### src/kpi_pkg.sv
// kpi_pkg: shared constants and carrier types for the keypad pin interrupt block
// assumes a 32-bit axi4-lite register bus with byte addresses below 0x100
package kpi_pkg;

  // geometry and bus widths
  localparam int unsigned KPI_PINS = 8;
  localparam int unsigned KPI_AW = 8;
  localparam int unsigned KPI_DW = 32;

  // register byte offsets
  localparam logic [7:0] OFF_SC = 8'h00;
  localparam logic [7:0] OFF_EN = 8'h04;
  localparam logic [7:0] OFF_BRK = 8'h08;
  localparam logic [7:0] OFF_EVT = 8'h0c;
  localparam logic [7:0] OFF_EVM = 8'h10;

  // field positions of kbd_status_control
  localparam int unsigned SC_MODE = 0;
  localparam int unsigned SC_MASK = 1;
  localparam int unsigned SC_ACK = 2;
  localparam int unsigned SC_FLAG = 3;

  // field positions of the break control and event registers
  localparam int unsigned BRK_BREAK_CLEAR_ENABLE = 0;
  localparam int unsigned EVT_SET = 0;
  localparam int unsigned EVT_CLR = 1;
  localparam int unsigned EVT_BITS = 2;

  // reset values
  localparam logic [7:0] RST_EN = 8'h00;
  localparam logic [1:0] RST_EVT = 2'h0;
  localparam logic [1:0] RST_EVM = 2'h0;

  // axi response codes
  localparam logic [1:0] RESP_OKAY = 2'h0;
  localparam logic [1:0] RESP_SLVERR = 2'h2;

  // software control bits
  typedef struct packed {
    logic break_clear_enable;
    logic mask;
    logic mode;
  } kpi_ctrl_type;

  localparam kpi_ctrl_type RST_CTRL = '{break_clear_enable: 1'b0, mask: 1'b0, mode: 1'b0};

  // pad controls driven toward the port
  typedef struct packed {
    logic [KPI_PINS-1:0] pullup_en;
    logic [KPI_PINS-1:0] force_input;
  } kpi_pad_type;

  // one-cycle block events
  typedef struct packed {
    logic clr;
    logic set;
  } kpi_evt_type;

endpackage

### src/kpi_sync.sv
// kpi_sync: two-flop synchroniser for a bus of independent level inputs
// assumes each bit is a slow level; multi-bit words are not kept coherent
`timescale 1ns/100ps
module kpi_sync #(
  parameter int unsigned WIDTH = 8
) (
  // clock and reset
  input wire logic aclk,
  input wire logic aresetn,
  // asynchronous levels in, synchronised levels out
  input wire logic [WIDTH-1:0] async_i,
  output logic [WIDTH-1:0] sync_o
);

  logic [WIDTH-1:0] meta_q;
  logic [WIDTH-1:0] sync_q;

  // pins idle high, so reset to ones to avoid a fake falling edge
  always_ff @(posedge aclk)
  begin
    if (!aresetn)
    begin
      meta_q <= '1;
      sync_q <= '1;
    end
    else
    begin
      meta_q <= async_i;
      sync_q <= meta_q;
    end
  end

  assign sync_o = sync_q;

endmodule // kpi_sync

### src/kpi_top.sv
// kpi_top: eight-pin keypad interrupt latch with an axi4-lite register slave
// assumes pins are asynchronous, vector fetch and break state are on aclk
// Behaviour
// - enabling a pin may latch a spurious request
// - unmasked request wakes processor from wait
// - unmasked request wakes processor from stop
// - break clear enabled: acknowledge clears latch
// - break clear disabled: acknowledge ignored in break
// - status register bits 7-4 read zero
// - pending flag shows latch, reset clears
// - acknowledge write clears request, reads zero
// - mask bit blocks request to processor
// - mode bit selects edge or edge-and-level
// - per-pin enable bits, reset clears all
// - latch on low after all enabled high
// - level mode clears after ack and all high
// - edge mode ack or fetch clears at once
// - enable turns on pull-up, forces input
//
// The AXI4-Lite register port and the register addresses are this design's own decisions.
`timescale 1ns/100ps
module kpi_top
  import kpi_pkg::*;
#(
  parameter int unsigned NUM_PINS = KPI_PINS
) (
  // clock and reset
  input wire logic aclk,
  input wire logic aresetn,
  // axi4-lite write address and data
  input wire logic [KPI_AW-1:0] s_axi_awaddr,
  input wire logic [2:0] s_axi_awprot,
  input wire logic s_axi_awvalid,
  output logic s_axi_awready,
  input wire logic [KPI_DW-1:0] s_axi_wdata,
  input wire logic [KPI_DW/8-1:0] s_axi_wstrb,
  input wire logic s_axi_wvalid,
  output logic s_axi_wready,
  // axi4-lite write response
  output logic [1:0] s_axi_bresp,
  output logic s_axi_bvalid,
  input wire logic s_axi_bready,
  // axi4-lite read
  input wire logic [KPI_AW-1:0] s_axi_araddr,
  input wire logic [2:0] s_axi_arprot,
  input wire logic s_axi_arvalid,
  output logic s_axi_arready,
  output logic [KPI_DW-1:0] s_axi_rdata,
  output logic [1:0] s_axi_rresp,
  output logic s_axi_rvalid,
  input wire logic s_axi_rready,
  // port pins and pad control
  input wire logic [NUM_PINS-1:0] port_a_pin,
  output kpi_pad_type pad_ctrl,
  // processor side
  input wire logic vector_fetch,
  input wire logic break_active,
  output logic kbd_cpu_req,
  output logic irq
);

  // the register layout has room for eight pins only
  if (NUM_PINS < 1 || NUM_PINS > KPI_PINS)
  begin : g_bad_pins
    $error("kpi_top: NUM_PINS must be 1 to 8");
  end

  // synchronised pins
  logic [NUM_PINS-1:0] pin_s;

  kpi_sync #(
    .WIDTH(NUM_PINS)
  ) u_sync (
    .aclk(aclk),
    .aresetn(aresetn),
    .async_i(port_a_pin),
    .sync_o(pin_s)
  );

  // register state
  kpi_ctrl_type ctrl_q, ctrl_d;
  logic [NUM_PINS-1:0] pin_irq_enable_bits_q, pin_irq_enable_bits_d;
  logic [EVT_BITS-1:0] evt_q, evt_d;
  logic [EVT_BITS-1:0] evm_q, evm_d;

  // latch state
  logic latch_q, latch_d;
  logic ack_seen_q, ack_seen_d;
  logic any_low_q, any_low_d;

  // bus state
  logic [KPI_AW-1:0] awaddr_q, awaddr_d;
  logic aw_full_q, aw_full_d;
  logic [KPI_DW-1:0] wdata_q, wdata_d;
  logic w_full_q, w_full_d;
  logic w_lane0_q, w_lane0_d;
  logic bvalid_q, bvalid_d;
  logic [1:0] bresp_q, bresp_d;
  logic rvalid_q, rvalid_d;
  logic [KPI_DW-1:0] rdata_q, rdata_d;
  logic [1:0] rresp_q, rresp_d;
  logic rd_sc_q, rd_sc_d;

  // decoded strobes
  logic do_wr, do_rd, any_low, fall_set, kbd_irq_ack, sw_ack_wr;
  kpi_evt_type evt;

  // true when the word offset is one the block decodes
  function automatic logic addr_ok(input logic [KPI_AW-1:0] a);
    return a == OFF_SC || a == OFF_EN || a == OFF_BRK || a == OFF_EVT || a == OFF_EVM;
  endfunction

  // word-aligned offset, so byte address bits 1:0 are ignored
  function automatic logic [KPI_AW-1:0] word_of(input logic [KPI_AW-1:0] a);
    return {a[KPI_AW-1:2], 2'b00};
  endfunction

  // handshake outputs
  assign s_axi_awready = !aw_full_q && !bvalid_q;
  assign s_axi_wready = !w_full_q && !bvalid_q;
  assign s_axi_arready = !rvalid_q;
  assign do_wr = aw_full_q && w_full_q && !bvalid_q;
  assign do_rd = s_axi_arvalid && !rvalid_q;

  // registered bus answers
  assign s_axi_bvalid = bvalid_q;
  assign s_axi_bresp = bresp_q;
  assign s_axi_rvalid = rvalid_q;
  assign s_axi_rdata = rdata_q;
  assign s_axi_rresp = rresp_q;

  // write channel capture; address and data may come in either order
  always_comb
  begin
    awaddr_d = awaddr_q;
    aw_full_d = aw_full_q;
    wdata_d = wdata_q;
    w_full_d = w_full_q;
    w_lane0_d = w_lane0_q;
    bvalid_d = bvalid_q;
    bresp_d = bresp_q;
    if (s_axi_awvalid && s_axi_awready)
    begin
      awaddr_d = word_of(s_axi_awaddr);
      aw_full_d = 1'b1;
    end
    if (s_axi_wvalid && s_axi_wready)
    begin
      wdata_d = s_axi_wdata;
      w_lane0_d = s_axi_wstrb[0];
      w_full_d = 1'b1;
    end
    if (do_wr)
    begin
      aw_full_d = 1'b0;
      w_full_d = 1'b0;
      bvalid_d = 1'b1;
      bresp_d = addr_ok(awaddr_q) ? RESP_OKAY : RESP_SLVERR;
    end
    else if (bvalid_q && s_axi_bready)
    begin
      bvalid_d = 1'b0;
    end
  end

  // a read answers one cycle after the address is taken
  always_comb
  begin
    rvalid_d = rvalid_q;
    rdata_d = rdata_q;
    rresp_d = rresp_q;
    rd_sc_d = rd_sc_q;
    if (do_rd)
    begin
      rvalid_d = 1'b1;
      rresp_d = addr_ok(word_of(s_axi_araddr)) ? RESP_OKAY : RESP_SLVERR;
      rd_sc_d = word_of(s_axi_araddr) == OFF_SC;
      rdata_d = '0;
      unique case (word_of(s_axi_araddr))
        OFF_SC:
        begin
          // upper nibble and the acknowledge bit stay zero
          rdata_d[SC_FLAG] = latch_q;
          rdata_d[SC_MASK] = ctrl_q.mask;
          rdata_d[SC_MODE] = ctrl_q.mode;
        end
        OFF_EN: rdata_d[NUM_PINS-1:0] = pin_irq_enable_bits_q;
        OFF_BRK: rdata_d[BRK_BREAK_CLEAR_ENABLE] = ctrl_q.break_clear_enable;
        OFF_EVT: rdata_d[EVT_BITS-1:0] = evt_q;
        OFF_EVM: rdata_d[EVT_BITS-1:0] = evm_q;
        default: rdata_d = '0;
      endcase
    end
    else if (rvalid_q && s_axi_rready)
    begin
      rvalid_d = 1'b0;
    end
  end

  always_ff @(posedge aclk)
  begin
    if (!aresetn)
    begin
      awaddr_q <= '0;
      aw_full_q <= 1'b0;
      wdata_q <= '0;
      w_full_q <= 1'b0;
      w_lane0_q <= 1'b0;
      bvalid_q <= 1'b0;
      bresp_q <= RESP_OKAY;
      rvalid_q <= 1'b0;
      rdata_q <= '0;
      rresp_q <= RESP_OKAY;
      rd_sc_q <= 1'b0;
    end
    else
    begin
      awaddr_q <= awaddr_d;
      aw_full_q <= aw_full_d;
      wdata_q <= wdata_d;
      w_full_q <= w_full_d;
      w_lane0_q <= w_lane0_d;
      bvalid_q <= bvalid_d;
      bresp_q <= bresp_d;
      rvalid_q <= rvalid_d;
      rdata_q <= rdata_d;
      rresp_q <= rresp_d;
      rd_sc_q <= rd_sc_d;
    end
  end

  // control registers; only byte lane 0 carries fields
  always_comb
  begin
    ctrl_d = ctrl_q;
    pin_irq_enable_bits_d = pin_irq_enable_bits_q;
    evm_d = evm_q;
    if (do_wr && w_lane0_q)
    begin
      unique case (awaddr_q)
        OFF_SC:
        begin
          ctrl_d.mask = wdata_q[SC_MASK];
          ctrl_d.mode = wdata_q[SC_MODE];
        end
        OFF_EN: pin_irq_enable_bits_d = wdata_q[NUM_PINS-1:0];
        OFF_BRK: ctrl_d.break_clear_enable = wdata_q[BRK_BREAK_CLEAR_ENABLE];
        OFF_EVM: evm_d = wdata_q[EVT_BITS-1:0];
        default: ctrl_d = ctrl_q;
      endcase
    end
  end

  always_ff @(posedge aclk)
  begin
    if (!aresetn)
    begin
      ctrl_q <= RST_CTRL;
      pin_irq_enable_bits_q <= RST_EN[NUM_PINS-1:0];
      evm_q <= RST_EVM;
    end
    else
    begin
      ctrl_q <= ctrl_d;
      pin_irq_enable_bits_q <= pin_irq_enable_bits_d;
      evm_q <= evm_d;
    end
  end

  // enabled pins get a pull-up and are forced to input
  // a narrower pin count leaves the upper pads without pull-up or override
  assign pad_ctrl.pullup_en = KPI_PINS'(pin_irq_enable_bits_q);
  assign pad_ctrl.force_input = KPI_PINS'(pin_irq_enable_bits_q);

  // a freshly enabled pin that is still low looks like a falling edge
  assign any_low = |(~pin_s & pin_irq_enable_bits_q);
  assign fall_set = any_low && !any_low_q;

  // software acknowledge is dropped in break unless break clear is enabled
  assign sw_ack_wr = do_wr && w_lane0_q && awaddr_q == OFF_SC && wdata_q[SC_ACK];
  assign kbd_irq_ack = vector_fetch || (sw_ack_wr && (!break_active || ctrl_q.break_clear_enable));

  // latch: a new edge always wins over a clear in the same cycle
  always_comb
  begin
    any_low_d = any_low;
    latch_d = latch_q;
    ack_seen_d = 1'b0;
    if (fall_set)
    begin
      latch_d = 1'b1;
    end
    else if (!ctrl_q.mode)
    begin
      if (kbd_irq_ack)
      begin
        latch_d = 1'b0;
      end
    end
    else if ((kbd_irq_ack || ack_seen_q) && !any_low)
    begin
      latch_d = 1'b0;
    end
    else
    begin
      // remember the acknowledge while a pin is still held low
      ack_seen_d = latch_q && (kbd_irq_ack || ack_seen_q);
    end
  end

  always_ff @(posedge aclk)
  begin
    if (!aresetn)
    begin
      latch_q <= 1'b0;
      ack_seen_q <= 1'b0;
      any_low_q <= 1'b0;
    end
    else
    begin
      latch_q <= latch_d;
      ack_seen_q <= ack_seen_d;
      any_low_q <= any_low_d;
    end
  end

  // the request runs in wait and stop alike, so it doubles as wake-up
  assign kbd_cpu_req = latch_q && !ctrl_q.mask;

  // sticky events cleared by reading; a new event beats the read
  assign evt.set = latch_d && !latch_q;
  assign evt.clr = latch_q && !latch_d;

  always_comb
  begin
    evt_d = evt_q;
    if (do_rd && word_of(s_axi_araddr) == OFF_EVT)
    begin
      evt_d = '0;
    end
    evt_d[EVT_SET] = evt_d[EVT_SET] | evt.set;
    evt_d[EVT_CLR] = evt_d[EVT_CLR] | evt.clr;
  end

  always_ff @(posedge aclk)
  begin
    if (!aresetn)
    begin
      evt_q <= RST_EVT;
    end
    else
    begin
      evt_q <= evt_d;
    end
  end

  assign irq = |(evt_q & evm_q);

  // falling after all enabled pins were high must latch
  edge_latch_a: assert property (@(posedge aclk) disable iff (!aresetn)
    (!any_low_q && any_low) |=> latch_q)
    else $error("request not latched on first falling pin");

  // edge mode ignores a fall while another pin is low
  edge_ignored_a: assert property (@(posedge aclk) disable iff (!aresetn)
    (!latch_q && any_low_q && any_low) |=> !latch_q)
    else $error("request latched while a pin was already low");

  // edge mode acknowledge clears at once
  edge_ack_a: assert property (@(posedge aclk) disable iff (!aresetn)
    (!ctrl_q.mode && latch_q && vector_fetch && !fall_set) |=> !latch_q)
    else $error("edge mode fetch did not clear request");

  // level mode holds while any enabled pin is low
  level_hold_a: assert property (@(posedge aclk) disable iff (!aresetn)
    (ctrl_q.mode && latch_q && any_low) |=> latch_q)
    else $error("level request cleared while pin low");

  // break protection keeps the latch
  break_protect_a: assert property (@(posedge aclk) disable iff (!aresetn)
    (break_active && !ctrl_q.break_clear_enable && sw_ack_wr && !vector_fetch && latch_q)
    |=> latch_q)
    else $error("acknowledge in protected break cleared latch");

  // break clear enabled lets an edge mode acknowledge through
  break_clear_a: assert property (@(posedge aclk) disable iff (!aresetn)
    (break_active && ctrl_q.break_clear_enable && sw_ack_wr && !ctrl_q.mode && !fall_set)
    |=> !latch_q)
    else $error("acknowledge in break did not clear latch");

  // upper status bits always read zero
  reserved_zero_a: assert property (@(posedge aclk) disable iff (!aresetn)
    (rvalid_q && rd_sc_q) |-> (rdata_q[7:4] == 4'h0 && !rdata_q[SC_ACK]))
    else $error("status register reserved bits not zero");

  // an unmasked new request reaches the processor next cycle
  wake_request_a: assert property (@(posedge aclk) disable iff (!aresetn)
    (fall_set && !ctrl_q.mask && !ctrl_d.mask) |=> kbd_cpu_req)
    else $error("unmasked request did not reach processor");

  // reset clears latch, mode, mask and enables
  reset_clear_a: assert property (@(posedge aclk)
    !aresetn |=> (!latch_q && !ctrl_q.mode && !ctrl_q.mask && pin_irq_enable_bits_q == '0))
    else $error("reset left block state set");

endmodule // kpi_top

### config.mk
export PLATFORM = sky130hd
export DESIGN_NAME = kpi_top
export DESIGN_NICKNAME = d
export VERILOG_FILES = /design/src/kpi_pkg.sv /design/src/kpi_sync.sv /design/src/kpi_top.sv
export SDC_FILE = /design/constraint.sdc
export NUM_CORES = 1
export LEC_CHECK = 0
export BUFFER_PORTS_ARGS = -buffer_cell sky130_fd_sc_hd__buf_2
export CAP_MARGIN = 30
export CORE_AREA = 2 2 77 79
export CTS_BUF_LIST = sky130_fd_sc_hd__clkbuf_8
export CTS_CLUSTER_SIZE = 25
export DETAILED_ROUTE_END_ITERATION = 16
export DIE_AREA = 0 0 79 81
export HOLD_SLACK_MARGIN = 0.15
export PLACE_DENSITY = 0.85
export SYNTH_ARGS = -nofsm -noshare
export SYNTH_HDL_FRONTEND = slang
export SYNTH_SLANG_ARGS = --single-unit
### constraint.sdc
create_clock -name aclk -period 3.95 [get_ports aclk]
set_input_delay 0.395 -clock aclk [delete_from_list [all_inputs] [get_ports aclk]]
set_output_delay 0.395 -clock aclk [all_outputs]
set_load 0.005 [all_outputs]
=== Word-level counts from Yosys, hierarchy flattened ===
Index checks and enable logic that the tools add are counted.

* Logic and storage cells: 105
* Register bits after elaboration: 65
* Bits in latches: 0
* Memories: 0
* Bits in read-only memories: 0
* Bits in writable memories: 0
* Output and inout port bits: 59

* Shift-type cells: 0
* Add/sub/neg operators: 0
* Reductions and logical operators: 53
* Magnitude comparators: 0
* Divide/modulo/power cells: 0
* Bitwise logic cells: 7
* Mux-type cells: 16
* Equal/unequal tests: 8
* Multiply operators: 0

{| class="wikitable"
|+ Operator list
! kind !! count
|-
| == test 6 x 2 -> 1 bit, second input constant || 4
|-
| logical AND 1 bit || 20
|-
| == test 6 x 1 -> 1 bit, second input constant || 2
|-
| == test 6 x 3 -> 1 bit, second input constant || 2
|-
| logical OR 1 bit || 11
|-
| zero test 1 bit || 10
|-
| 2-to-1 mux 1 bit || 9
|-
| bitwise AND 8 bit || 1
|-
| zero test 8 bit || 1
|-
| NOT 8 bit || 1
|-
| AND reduction 2 bit || 4
|-
| OR reduction 8 bit || 1
|-
| zero test 6 bit || 1
|-
| 2-to-1 mux 2 bit || 3
|-
| one-hot mux 1 bit (5 select lines) || 1
|-
| 2-to-1 mux 4 bit || 1
|-
| one-hot mux 1 bit (4 select lines) || 1
|-
| nonzero test 2 bit || 2
|-
| OR reduction 2 bit || 2
|-
| OR reduction 4 bit || 1
|-
| bitwise AND 2 bit || 1
|-
| NOT 1 bit || 2
|-
| bitwise OR 1 bit || 2
|-
| one-hot mux 1 bit (2 select lines) || 1
|}

=== Longest topological paths before layout ===
Gate-level depths: netlist (run 1).

* Word-level depth: 15
* Mapped depth: 6
* Depth with buffers taken out: 5

=== Hierarchy ===
Synthesis (run 1) repeated with hierarchy kept, for this count alone.

* Cell total of the unflattened synthesis: 294
* Area total of the unflattened synthesis: 2743.9 µm²

{| class="wikitable"
|+ Modules (own cells, without submodules)
! module !! area each (µm²) !! instances !! cells each !! sequential area each (µm²)
|-
| kpi_top || 2312.2 || 1 || 261 || 940.9
|-
| kpi_sync || 431.7 || 1 || 33 || 320.3
|}

=== Worst setup path before layout (run 1) ===
No wires, ideal clock.

* Path type: register to register
* From: reg bvalid_q (netlist: s_axi_bvalid)
* To: reg pin_irq_enable_bits_q[0]
* Required time: 3.834 ns
* Data arrival time: 1.258 ns
* Setup time: 0.116 ns
* Period minus slack after synthesis: 1.374 ns
* Cell stages (with the launch flop): 7
* Path slack: 2.576 ns
* Path through: dfxtp_1 -> and3b_2 -> and4b_4 -> nand3b_4 -> buf_6 -> mux2i_1 -> nor2b_1

* Longest elaborated chain between the ends: 4

{| class="wikitable"
|+ RTL lines
! element !! RTL line !! text
|-
| start: declaration || kpi_top.sv:97 || <nowiki>logic bvalid_q, bvalid_d;</nowiki>
|-
| start signal: assignment || kpi_top.sv:223 || <nowiki>bvalid_q <= bvalid_d;</nowiki>
|-
| zero test 1 bit || kpi_top.sv:122 || <nowiki>assign do_wr = aw_full_q && w_full_q && !bvalid_q;</nowiki>
|-
| logical AND 1 bit || kpi_top.sv:122 ||
|-
| logical AND 1 bit || kpi_top.sv:238 || <nowiki>if (do_wr && w_lane0_q)</nowiki>
|-
| AND reduction 2 bit (no line) || -- ||
|-
| end signal: assignment || kpi_top.sv:259 || <nowiki>pin_irq_enable_bits_q <= RST_EN[NUM_PINS-1:0];</nowiki>
|-
| end signal: assignment || kpi_top.sv:265 || <nowiki>pin_irq_enable_bits_q <= pin_irq_enable_bits_d;</nowiki>
|-
| end: declaration || kpi_top.sv:82 || <nowiki>logic [NUM_PINS-1:0] pin_irq_enable_bits_q, pin_irq_enable_bits_d;</nowiki>
|}

Every way passes these cells.
A chain may end at the register's enable or synchronous reset.

=== Worst setup path in the final report (run 1) ===
* From: reg pin_irq_enable_bits_q[3]
* To: reg latch_q

* Longest elaborated chain between the ends: 7
* Elaborated cells on any way between the ends: 8

{| class="wikitable"
|+ RTL lines
! element !! RTL line !! text
|-
| bitwise AND 8 bit (*) || kpi_top.sv:276 || <nowiki>assign any_low = |(~pin_s & pin_irq_enable_bits_q);</nowiki>
|-
| OR reduction 8 bit (*) || kpi_top.sv:276 ||
|-
| zero test 1 bit || kpi_top.sv:300 || <nowiki>else if ((kbd_irq_ack || ack_seen_q) && !any_low)</nowiki>
|-
| logical AND 1 bit || kpi_top.sv:300 ||
|-
| 2-to-1 mux 1 bit || kpi_top.sv:300 ||
|-
| 2-to-1 mux 1 bit || kpi_top.sv:293 || <nowiki>else if (!ctrl_q.mode)</nowiki>
|-
| 2-to-1 mux 1 bit (*) || kpi_top.sv:289 || <nowiki>if (fall_set)</nowiki>
|-
| end signal: assignment || kpi_top.sv:321 || <nowiki>latch_q <= latch_d;</nowiki>
|-
| end: declaration || kpi_top.sv:87 || <nowiki>logic latch_q, latch_d;</nowiki>
|}

Every way passes the cells marked *; elsewhere a longest branch is shown, timed or not.

==> results of run 1 <==
==> worst reg2reg max path: cells and delay by family, from the launching register on <==
kind / cells / cell delay (ps)
buffers and inverters: 1 / 80
AND/OR/NAND/NOR: 2 / 850
AO/OA/AOI/OAI: 2 / 270
flip-flops: 1 / 390
==> through the flow <==
stage          total power (W)  setup WS [ps]  util (%)  cells
2_1_floorplan        0.0007721           2576         -    320
3_3_place_gp         0.0007895           2324     52.69    420
3_5_place_dp         0.0007925           2234     52.69    420
4_1_cts               0.001419           2304     56.70    436
5_1_grt               0.001463           2092     56.70    436
6_report              0.001407           2267     56.70    436
==> power groups by stage <==
stage	combinational, W	clock (W)	sequential (W)
floorplan	0.0000861	0	0.000686
global placement	0.000101	0	0.000689
detailed placement	0.000102	0	0.000690
CTS	0.000103	0.000640	0.000676
global route	0.000118	0.000666	0.000678
finish	0.000102	0.000629	0.000676
==> final cells by class <==
| cell class | instances | share of cell area, % |
|---|---|---|
| clock inverters | 7 | 3.227 |
| inverters | 12 | 1.400 |
| repair buffers | 70 | 10.89 |
| well taps | 75 | 2.916 |
| flip-flops and latches | 63 | 39.19 |
| multi-input cells | 200 | 38.53 |
| clock buffers | 9 | 3.849 |
==> layer usage <==
metal  share of wire, %  vias to the layer above
met3                6.4                        5
met4               0.69                        0
li1                   -                     1049
met5                  0                        -
met1                 45                      916
met2                 48                       69
==> registers in the layout, indices dropped and copies added (netlist names), 2 cells and up <==
name                   cells
u_sync.meta_q              8
pin_irq_enable_bits_q      8
wdata_q                    8
awaddr_q                   6
s_axi_rdata                8
ctrl_q                     3
evt_q                      2
evm_q                      2
u_sync.sync_o              8
==> cells in the mapped netlist (3+ instances only) <==
cell	n	area (sq um)
dfxtp_1	63	1261
buf_4	34	255.2
nand2_1	29	108.9
nor2b_1	27	168.9
nand2b_1	19	118.9
mux2i_1	18	180.2
a21boi_0	12	90.09
inv_1	12	45.04
clkbuf_1	9	33.78
nor2_1	9	33.78
o21ai_0	8	40.04
a21oi_1	5	25.02
a22oi_1	5	37.54
and2_1	4	25.02
o22ai_1	4	25.02
nand3_1	3	15.01
nand4_1	3	18.77
nor3_1	3	15.01
nor4_1	3	18.77
==> cells by family (layout without fill, tap and decap cells) <==
kind of cell           count (synthesis)  after routing  synth area share, %
AND/OR/NAND/NOR                      110            110                23.00
AO/OA/AOI/OAI                         45             45                11.07
other                                  1             26               0.1360
flip-flops                            63             63                45.74
multiplexers                          19             19                7.350
buffers and inverters                 57             98                12.70
==> how the worst max path moves through the flow <==
stage	end	slack, ps	cells past startpoint
floorplan	pin_irq_enable_bits_q[0]	2580	6
finish	latch_q	2270	5
CTS	latch_q	2300	5
global route	latch_q	2090	5
global placement	ack_seen_q	2320	3
detailed placement	ack_seen_q	2230	3
==> impl_metrics.env, run 1 <==
export IMPL_diodes=0
export IMPL_irDropWorstVdd_mv=0.2686
export IMPL_max_clock_path_buffers=2
export IMPL_cts_root_buf="clkbuf_8"
export IMPL_yosys_warnings=0
export IMPL_fin_nets=431
export IMPL_path_cells="inv_1, o22ai_1, nor4_1, a21oi_1, and2_1"
export IMPL_synth_edff_count=0
export IMPL_hp_class="primary input to flop"
export IMPL_grt_use_total_pct=16.94
export IMPL_synthArstFlopShare_pct=0
export IMPL_cts_max_level=3
export IMPL_top_usage_layer="met2"
export IMPL_synth_ff_type="dfxtp_1"
export IMPL_initial_core_util_pct=48.59
export IMPL_wirelength_mm=5.246
export IMPL_fill_cells=508
export IMPL_fin_crit_ps=1683
export IMPL_ant_nets=0
export IMPL_run_status="finished clean"
export IMPL_clkPwrFrac_pct=44.7
export IMPL_die_h_um=81
export IMPL_hold_start="port_a_pin[5]"
export IMPL_cp_slowest_cell="nor4_1"
export IMPL_grt_pass1_wl_mm=8.466
export IMPL_io_pins=134
export IMPL_die_area_sq_um=6399
export IMPL_grt_util_met1_pct=20.61
export IMPL_clk_pin_slew_ps=80
export IMPL_dp_hpwl_mm=3.801
export IMPL_final_cell_mix="70 x buf_2, 63 x dfxtp_1, 29 x nand2_1"
export IMPL_vias_per_cell=4.677
export IMPL_cts_sinks=63
export IMPL_r2r_slack_ps=2270
export IMPL_switching_share_pct=23.86
export IMPL_relSlewSlack_pct=40.90
export IMPL_holdBufCountCts=0
export IMPL_final_max_slew_viol_count=0
export IMPL_path_buf_inv=1
export IMPL_slowest_delay_ps=640
export IMPL_skew_ps=8.728
export IMPL_grt_max_degree=64
export IMPL_ys_seq_area_share_pct=45.74
export IMPL_design_area_sq_um=3218
export IMPL_p_int_w=0.001072
export IMPL_finalSetupViolations=0
export IMPL_drive_gt1_share_pct=26.04
export IMPL_cts_buffers=9
export IMPL_hold_end="u_sync.meta_q[5]"
export IMPL_overflow=0
export IMPL_p_sw_w=0.0003357
export IMPL_cp_max_fo=5
export IMPL_grt_met2_usage_pct=28.14
export IMPL_wl_per_cell_um=12.03
export IMPL_final_common_cell="buf_2"
export IMPL_crit_path_end_kind="flop"
export IMPL_area_growth_pct=16.70
export IMPL_fmax_mhz=594.1
export IMPL_placementRows=28
export IMPL_drc=0
export IMPL_clk_insertion_delay_late_ps=340
export IMPL_synth_avg_cell_area_sq_um=9.348
export IMPL_pwr_share_seq_pct=48.0
export IMPL_placement_cell_area_sq_um=2990
export IMPL_dr_total_vias=2039
export IMPL_port_buffers=70
export IMPL_tightest_slew_ps=886.4
export IMPL_grt_util_met3_pct=5.444
export IMPL_die_w_um=79
export IMPL_combinationalPowerShare_pct=7.3
export IMPL_powerDensity_nw_per_um2=437.3
export IMPL_whs_ps=228.7
export IMPL_post_cts_setup_buffer_count=0
export IMPL_r2r_end="latch_q"
export IMPL_hold_viol=0
export IMPL_syn_cell_area_sq_um=2758
export IMPL_finalCritPeriodShare_pct=42.61
export IMPL_antenna_found_initial=0
export IMPL_crit_arrival_ps=1920
export IMPL_total_leakage_power_nw=1.475
export IMPL_worstHoldPathCells=2
export IMPL_cts_tree="built"
export IMPL_cp_start_kind="flop"
export IMPL_regArea_sq_um=1261
export IMPL_first_pass_iters=6
export IMPL_rr_worst_depth=5
export IMPL_synth_seq_cells=63
export IMPL_synth_cells=295
export IMPL_critical_path_top_delay_family="simple AND/OR/NAND/NOR gates"
export IMPL_required_ps=4190
export IMPL_yosysUniqueCellTypes=39
export IMPL_place_congestion=0.8161
export IMPL_final_setup_tns_ps=0
export IMPL_startpoint="pin_irq_enable_bits_q[3]"
export IMPL_cap_viol_max_count=0
export IMPL_critPathKind="flop to flop"
export IMPL_rsz0062_at_grt="no"
export IMPL_cts_resized_gates=0
export IMPL_multiInputGateArea_sq_um=1240
export IMPL_coreArea_sq_um=5675
export IMPL_grt_pass1_vias=1866
export IMPL_drt_iter0_markers=168
export IMPL_reg2reg_from="pin_irq_enable_bits_q[3]"
(Power assumes the default switching activity.)
==> inputs of run 2 (changes only) <==
--- a/config.mk
+++ b/config.mk
@@ -7,13 +7,13 @@
 export LEC_CHECK = 0
 export BUFFER_PORTS_ARGS = -buffer_cell sky130_fd_sc_hd__buf_2
 export CAP_MARGIN = 30
-export CORE_AREA = 2 2 77 79
+export CORE_AREA = 2 2 84 86
 export CTS_BUF_LIST = sky130_fd_sc_hd__clkbuf_8
 export CTS_CLUSTER_SIZE = 25
 export DETAILED_ROUTE_END_ITERATION = 16
-export DIE_AREA = 0 0 79 81
+export DIE_AREA = 0 0 86 88
 export HOLD_SLACK_MARGIN = 0.15
-export PLACE_DENSITY = 0.85
+export PLACE_DENSITY = 0.76
 export SYNTH_ARGS = -nofsm -noshare
 export SYNTH_HDL_FRONTEND = slang
 export SYNTH_SLANG_ARGS = --single-unit
==> constraint.sdc (replaced) <==
create_clock -name aclk -period 1.35 [get_ports aclk]
set_input_delay 0.135 -clock aclk [delete_from_list [all_inputs] [get_ports aclk]]
set_output_delay 0.135 -clock aclk [all_outputs]
set_load 0.005 [all_outputs]
==> impl_metrics.env, run 2 (synthesized netlist as in run 1, its figures left out) <==
export IMPL_run_status="finished, violations left"
export IMPL_violations="setup timing"
export IMPL_antenna_found_initial=0
export IMPL_drc=0
export IMPL_final_max_slew_viol_count=0
export IMPL_hold_start="vector_fetch"
export IMPL_finalCritPeriodShare_pct=102.7
export IMPL_crit_path_end_kind="flop"
export IMPL_setup_ws_ps=-36.13
export IMPL_required_ps=1580
export IMPL_fmax_mhz=721.4
export IMPL_final_cell_mix="70 x buf_2, 58 x dfxtp_1, 27 x nand2_1"
export IMPL_grt_pass1_wl_mm=9.570
export IMPL_area_growth_pct=35.21
export IMPL_hold_end="ack_seen_q"
export IMPL_place_congestion=0.7900
export IMPL_reg2reg_from="s_axi_bvalid"
export IMPL_powerDensity_nw_per_um2=1144
export IMPL_vias_per_cell=4.589
export IMPL_cp_start_kind="flop"
export IMPL_drt_iter0_markers=106
export IMPL_cts_tree="built"
export IMPL_wl_per_cell_um=12.06
export IMPL_port_buffers=70
export IMPL_finalSetupViolations=9
export IMPL_die_area_sq_um=7568
export IMPL_fill_cells=583
export IMPL_clk_pin_slew_ps=70
export IMPL_initial_core_util_pct=41.51
export IMPL_placementRows=30
export IMPL_irDropWorstVdd_mv=0.7833
export IMPL_crit_arrival_ps=1620
export IMPL_cp_max_fo=8
export IMPL_drive_gt1_share_pct=31.78
export IMPL_fin_nets=479
export IMPL_diodes=0
export IMPL_wirelength_mm=5.896
export IMPL_cts_max_level=3
export IMPL_grt_use_total_pct=16.16
export IMPL_rr_worst_depth=5
export IMPL_total_leakage_power_nw=1.727
export IMPL_hold_viol=0
export IMPL_first_pass_iters=4
export IMPL_r2r_slack_ps=-40
export IMPL_ant_nets=0
export IMPL_grt_max_degree=35
export IMPL_cts_sinks=63
export IMPL_cap_viol_max_count=0
export IMPL_die_h_um=88
export IMPL_total_power_w=0.004264
export IMPL_dp_hpwl_mm=4.272
export IMPL_final_setup_tns_ps=-168.2
export IMPL_startpoint="s_axi_bvalid"
export IMPL_skew_ps=7.797
export IMPL_fin_crit_ps=1386
export IMPL_cts_root_buf="clkbuf_8"
export IMPL_hp_class="primary input to flop"
export IMPL_max_clock_path_buffers=2
export IMPL_io_pins=134
export IMPL_critPathKind="flop to flop"
export IMPL_grt_pass1_vias=2198
export IMPL_die_w_um=86
export IMPL_overflow=0
export IMPL_rsz0062_at_grt="yes"
export IMPL_worstHoldPathCells=3
export IMPL_cts_buffers=9
export IMPL_dr_total_vias=2244
export IMPL_r2r_end="pin_irq_enable_bits_q[2]"
export IMPL_coreArea_sq_um=6644
export IMPL_clk_insertion_delay_late_ps=340
export IMPL_final_common_cell="buf_2"
==> run 2: routing by layer <==
layer | GRT usage, % | share of wire [%]
met1 | 18.59 | 44
met5 | 0 | 0
met4 | 8.947 | 1.6
met3 | 3.959 | 5.2
met2 | 27.63 | 50
==> run 2: stage by stage <==
step	area [sq um]	hold slack (ps)	setup WS (ps)	std cells	utilization [%]
after global routing	3729	211.9	-119.5	489	56.12
after detailed placement	3193	317.5	-58.04	446	48.06
after floorplan	2853	236.5	-7.374	320	-
final	3729	156.6	-36.13	489	56.12
after CTS	3689	155.6	-56.24	489	55.52
after global placement	3193	314.0	-4.631	446	48.06
==> run 2: worst max path at each step <==
stage / end / slack (ps)
after floorplan: pin_irq_enable_bits_q[2] / -7
after global placement: pin_irq_enable_bits_q[7] / -5
after detailed placement: pin_irq_enable_bits_q[2] / -60
after CTS: pin_irq_enable_bits_q[2] / -60
after global routing: pin_irq_enable_bits_q[0] / -120
final: pin_irq_enable_bits_q[2] / -40
==> run 2: worst max-delay path: stages, from the launching register on <==
cell	delay, ps
dfxtp_2	320
and3b_2	260
and4b_4	260
nand3b_4	180
mux2i_1	200
nor2b_1	60
==> run 2: report_power, final <==
part / switching, W / internal, W / total, W / leakage (nW)
clock network: 0.000783 / 0.00106 / 0.00184 / 0.111
registers: 0.0000408 / 0.00193 / 0.00197 / 0.517
logic: 0.000200 / 0.000250 / 0.000449 / 1.10
==> run 2: timing repair <==
action | in CTS | in global routing
endpoints found under the hold margin | 25 | 0
buffers inserted | 1 | 0
pin swaps | 6 | 5
hold buffers | 26 | 0
gates resized for setup | 3 | 14
setup endpoints to repair | 10 | 34
==> run 2: layout make-up <==
type | instances | area, sq um | share of cell area, %
Clock buffer | 9 | 123.9 | 3.322
Timing Repair Buffer | 118 | 813.3 | 21.81
Multi-Input combinational cell | 200 | 1276 | 34.23
Inverter | 12 | 45.04 | 1.208
Sequential cell | 63 | 1267 | 33.99
Clock inverter | 7 | 102.6 | 2.752
Tap cell | 80 | 100.1 | 2.685
==> inputs of run 3 (changes only) <==
--- a/config.mk
+++ b/config.mk
@@ -13,7 +13,7 @@
 export DETAILED_ROUTE_END_ITERATION = 16
 export DIE_AREA = 0 0 86 88
 export HOLD_SLACK_MARGIN = 0.15
-export PLACE_DENSITY = 0.76
+export PLACE_DENSITY = 0.72
 export SYNTH_ARGS = -nofsm -noshare
 export SYNTH_HDL_FRONTEND = slang
 export SYNTH_SLANG_ARGS = --single-unit
==> impl_metrics.env, run 3 (synthesized netlist as in run 1, its figures left out) <==
export IMPL_multiInputGateArea_sq_um=1261
export IMPL_setup_ws_ps=-48.54
export IMPL_cp_max_fo=8
export IMPL_grt_max_degree=21
export IMPL_slowest_delay_ps=320
export IMPL_combinationalPowerShare_pct=10.2
export IMPL_area_growth_pct=37.34
export IMPL_fin_crit_ps=1399
export IMPL_max_clock_path_buffers=2
export IMPL_r2r_slack_ps=-50
export IMPL_run_status="finished, violations left"
export IMPL_dr_total_vias=2310
export IMPL_final_core_util_pct=57.01
export IMPL_p_sw_w=0.0009615
export IMPL_final_cell_mix="70 x buf_2, 59 x dfxtp_1, 32 x dlygate4sd3_1"
export IMPL_violations="setup timing"
export IMPL_grt_use_total_pct=16.57
export IMPL_place_ws_ps=-35.80
export IMPL_skew_ps=9.404
export IMPL_clkPwrFrac_pct=45.1
export IMPL_crit_arrival_ps=1630
export IMPL_cts_root_buf="clkbuf_8"
export IMPL_cts_tree="built"
export IMPL_io_pins=134
export IMPL_place_congestion=0.7765
export IMPL_path_cells="and3b_2, and4b_4, nand3b_4, mux2i_1, nor2b_1"
export IMPL_powerDensity_nw_per_um2=1165
export IMPL_p_int_w=0.003452
export IMPL_crit_path_end_kind="flop"
export IMPL_irDropWorstVdd_mv=0.9579
export IMPL_grt_pass1_wl_mm=9.639
export IMPL_dp_hpwl_mm=4.272
export IMPL_drive_gt1_share_pct=30.05
export IMPL_path_depth=5
export IMPL_pwr_share_seq_pct=44.7
export IMPL_cap_viol_max_count=0
export IMPL_vias_per_cell=4.657
export IMPL_coreArea_sq_um=6644
export IMPL_cp_slowest_cell="dfxtp_2"
export IMPL_clk_pin_slew_ps=70
export IMPL_antenna_found_initial=0
export IMPL_clk_insertion_delay_late_ps=340
export IMPL_diodes=0
export IMPL_fmax_mhz=715.0
export IMPL_rsz0062_at_grt="yes"
export IMPL_die_w_um=86
export IMPL_cts_max_level=3
export IMPL_wl_per_cell_um=12.22
export IMPL_total_leakage_power_nw=1.750
export IMPL_final_common_cell="buf_2"
export IMPL_overflow=0
export IMPL_first_pass_iters=6
export IMPL_critPathKind="flop to flop"
export IMPL_cp_start_kind="flop"
export IMPL_path_buf_inv=0
export IMPL_placementRows=30
export IMPL_grt_pass1_vias=2172
export IMPL_drt_iter0_markers=98
export IMPL_initial_core_util_pct=41.51
export IMPL_finalSetupViolations=11
export IMPL_cts_sinks=63
export IMPL_critical_path_top_delay_family="simple AND/OR/NAND/NOR gates"
export IMPL_port_buffers=70
export IMPL_cts_buffers=9
export IMPL_ant_nets=0
export IMPL_fill_cells=579
export IMPL_rr_worst_depth=5
export IMPL_die_h_um=88
export IMPL_final_max_slew_viol_count=0
export IMPL_worstHoldPathCells=3
export IMPL_die_area_sq_um=7568
export IMPL_fin_nets=486
export IMPL_drc=0
export IMPL_switching_share_pct=21.78
export IMPL_hold_viol=0
export IMPL_regArea_sq_um=1266
export IMPL_required_ps=1580
export IMPL_hp_class="primary input to flop"
export IMPL_wirelength_mm=6.063
export IMPL_finalCritPeriodShare_pct=103.6
[run 3: layout make-up]
class / count / share of cell area [%]
multi-input combinational: 200 / 33.30
inverter: 12 / 1.189
timing repair buffer: 125 / 22.93
clock buffer: 10 / 3.634
sequential: 63 / 33.43
tap: 80 / 2.643
clock inverter: 6 / 2.874
[run 3: metrics by stage]
step / area (sq um) / total power (W) / hold WS, ps / TNS, ps / instances
after detailed placement: 3173 / 0.002378 / 318.9 / -230.9 / 445
after global routing: 3787 / 0.004596 / 200.1 / -1108 / 496
after global placement: 3173 / 0.002370 / 316.1 / -60.92 / 445
after CTS: 3740 / 0.004449 / 176.3 / -350.2 / 493
final: 3787 / 0.004414 / 170.4 / -371.3 / 496
after floorplan: 2853 / 0.002259 / 236.5 / -58.99 / 320
[run 3: final timing paths]
kind                    startpoint                        to
setup / recovery      s_axi_bvalid  pin_irq_enable_bits_q[4]
hold / removal        vector_fetch                ack_seen_q
setup reg to reg      s_axi_bvalid  pin_irq_enable_bits_q[4]
hold reg to reg   u_sync.meta_q[1]          u_sync.sync_o[1]
[run 3: tightest hold or removal path, delay by kind of cell]
kind                   cells  cell delay (ps)
buffers and inverters      1              110
AND/OR/NAND/NOR            2              200
[run 3: routing by layer]
metal	up-vias	wire (um)	GRT usage, %
met2	71	3114	28.89
met3	9	346	5.372
met1	1072	2532	19.20
met4	0	70	5.628
met5	-	0	0
li1	1158	-	-
[run 3: power by group through the flow]
| stage | registers (W) | clock network (W) | logic, W |
|---|---|---|---|
| 2_1_floorplan | 0.00201 | 0 | 0.000252 |
| 3_3_place_gp | 0.00201 | 0 | 0.000360 |
| 3_5_place_dp | 0.00201 | 0 | 0.000365 |
| 4_1_cts | 0.00197 | 0.00204 | 0.000438 |
| 5_1_grt | 0.00198 | 0.00212 | 0.000501 |
| 6_report | 0.00197 | 0.00199 | 0.000450 |
[run 3: what timing repair did]
item / in CTS / in global routing
hold endpoints to repair: 25 / 0
setup buffers: 0 / 3
endpoints found under the setup margin: 9 / 27
gates resized for setup: 0 / 9
hold buffers: 32 / 0
pin swaps: 2 / 5
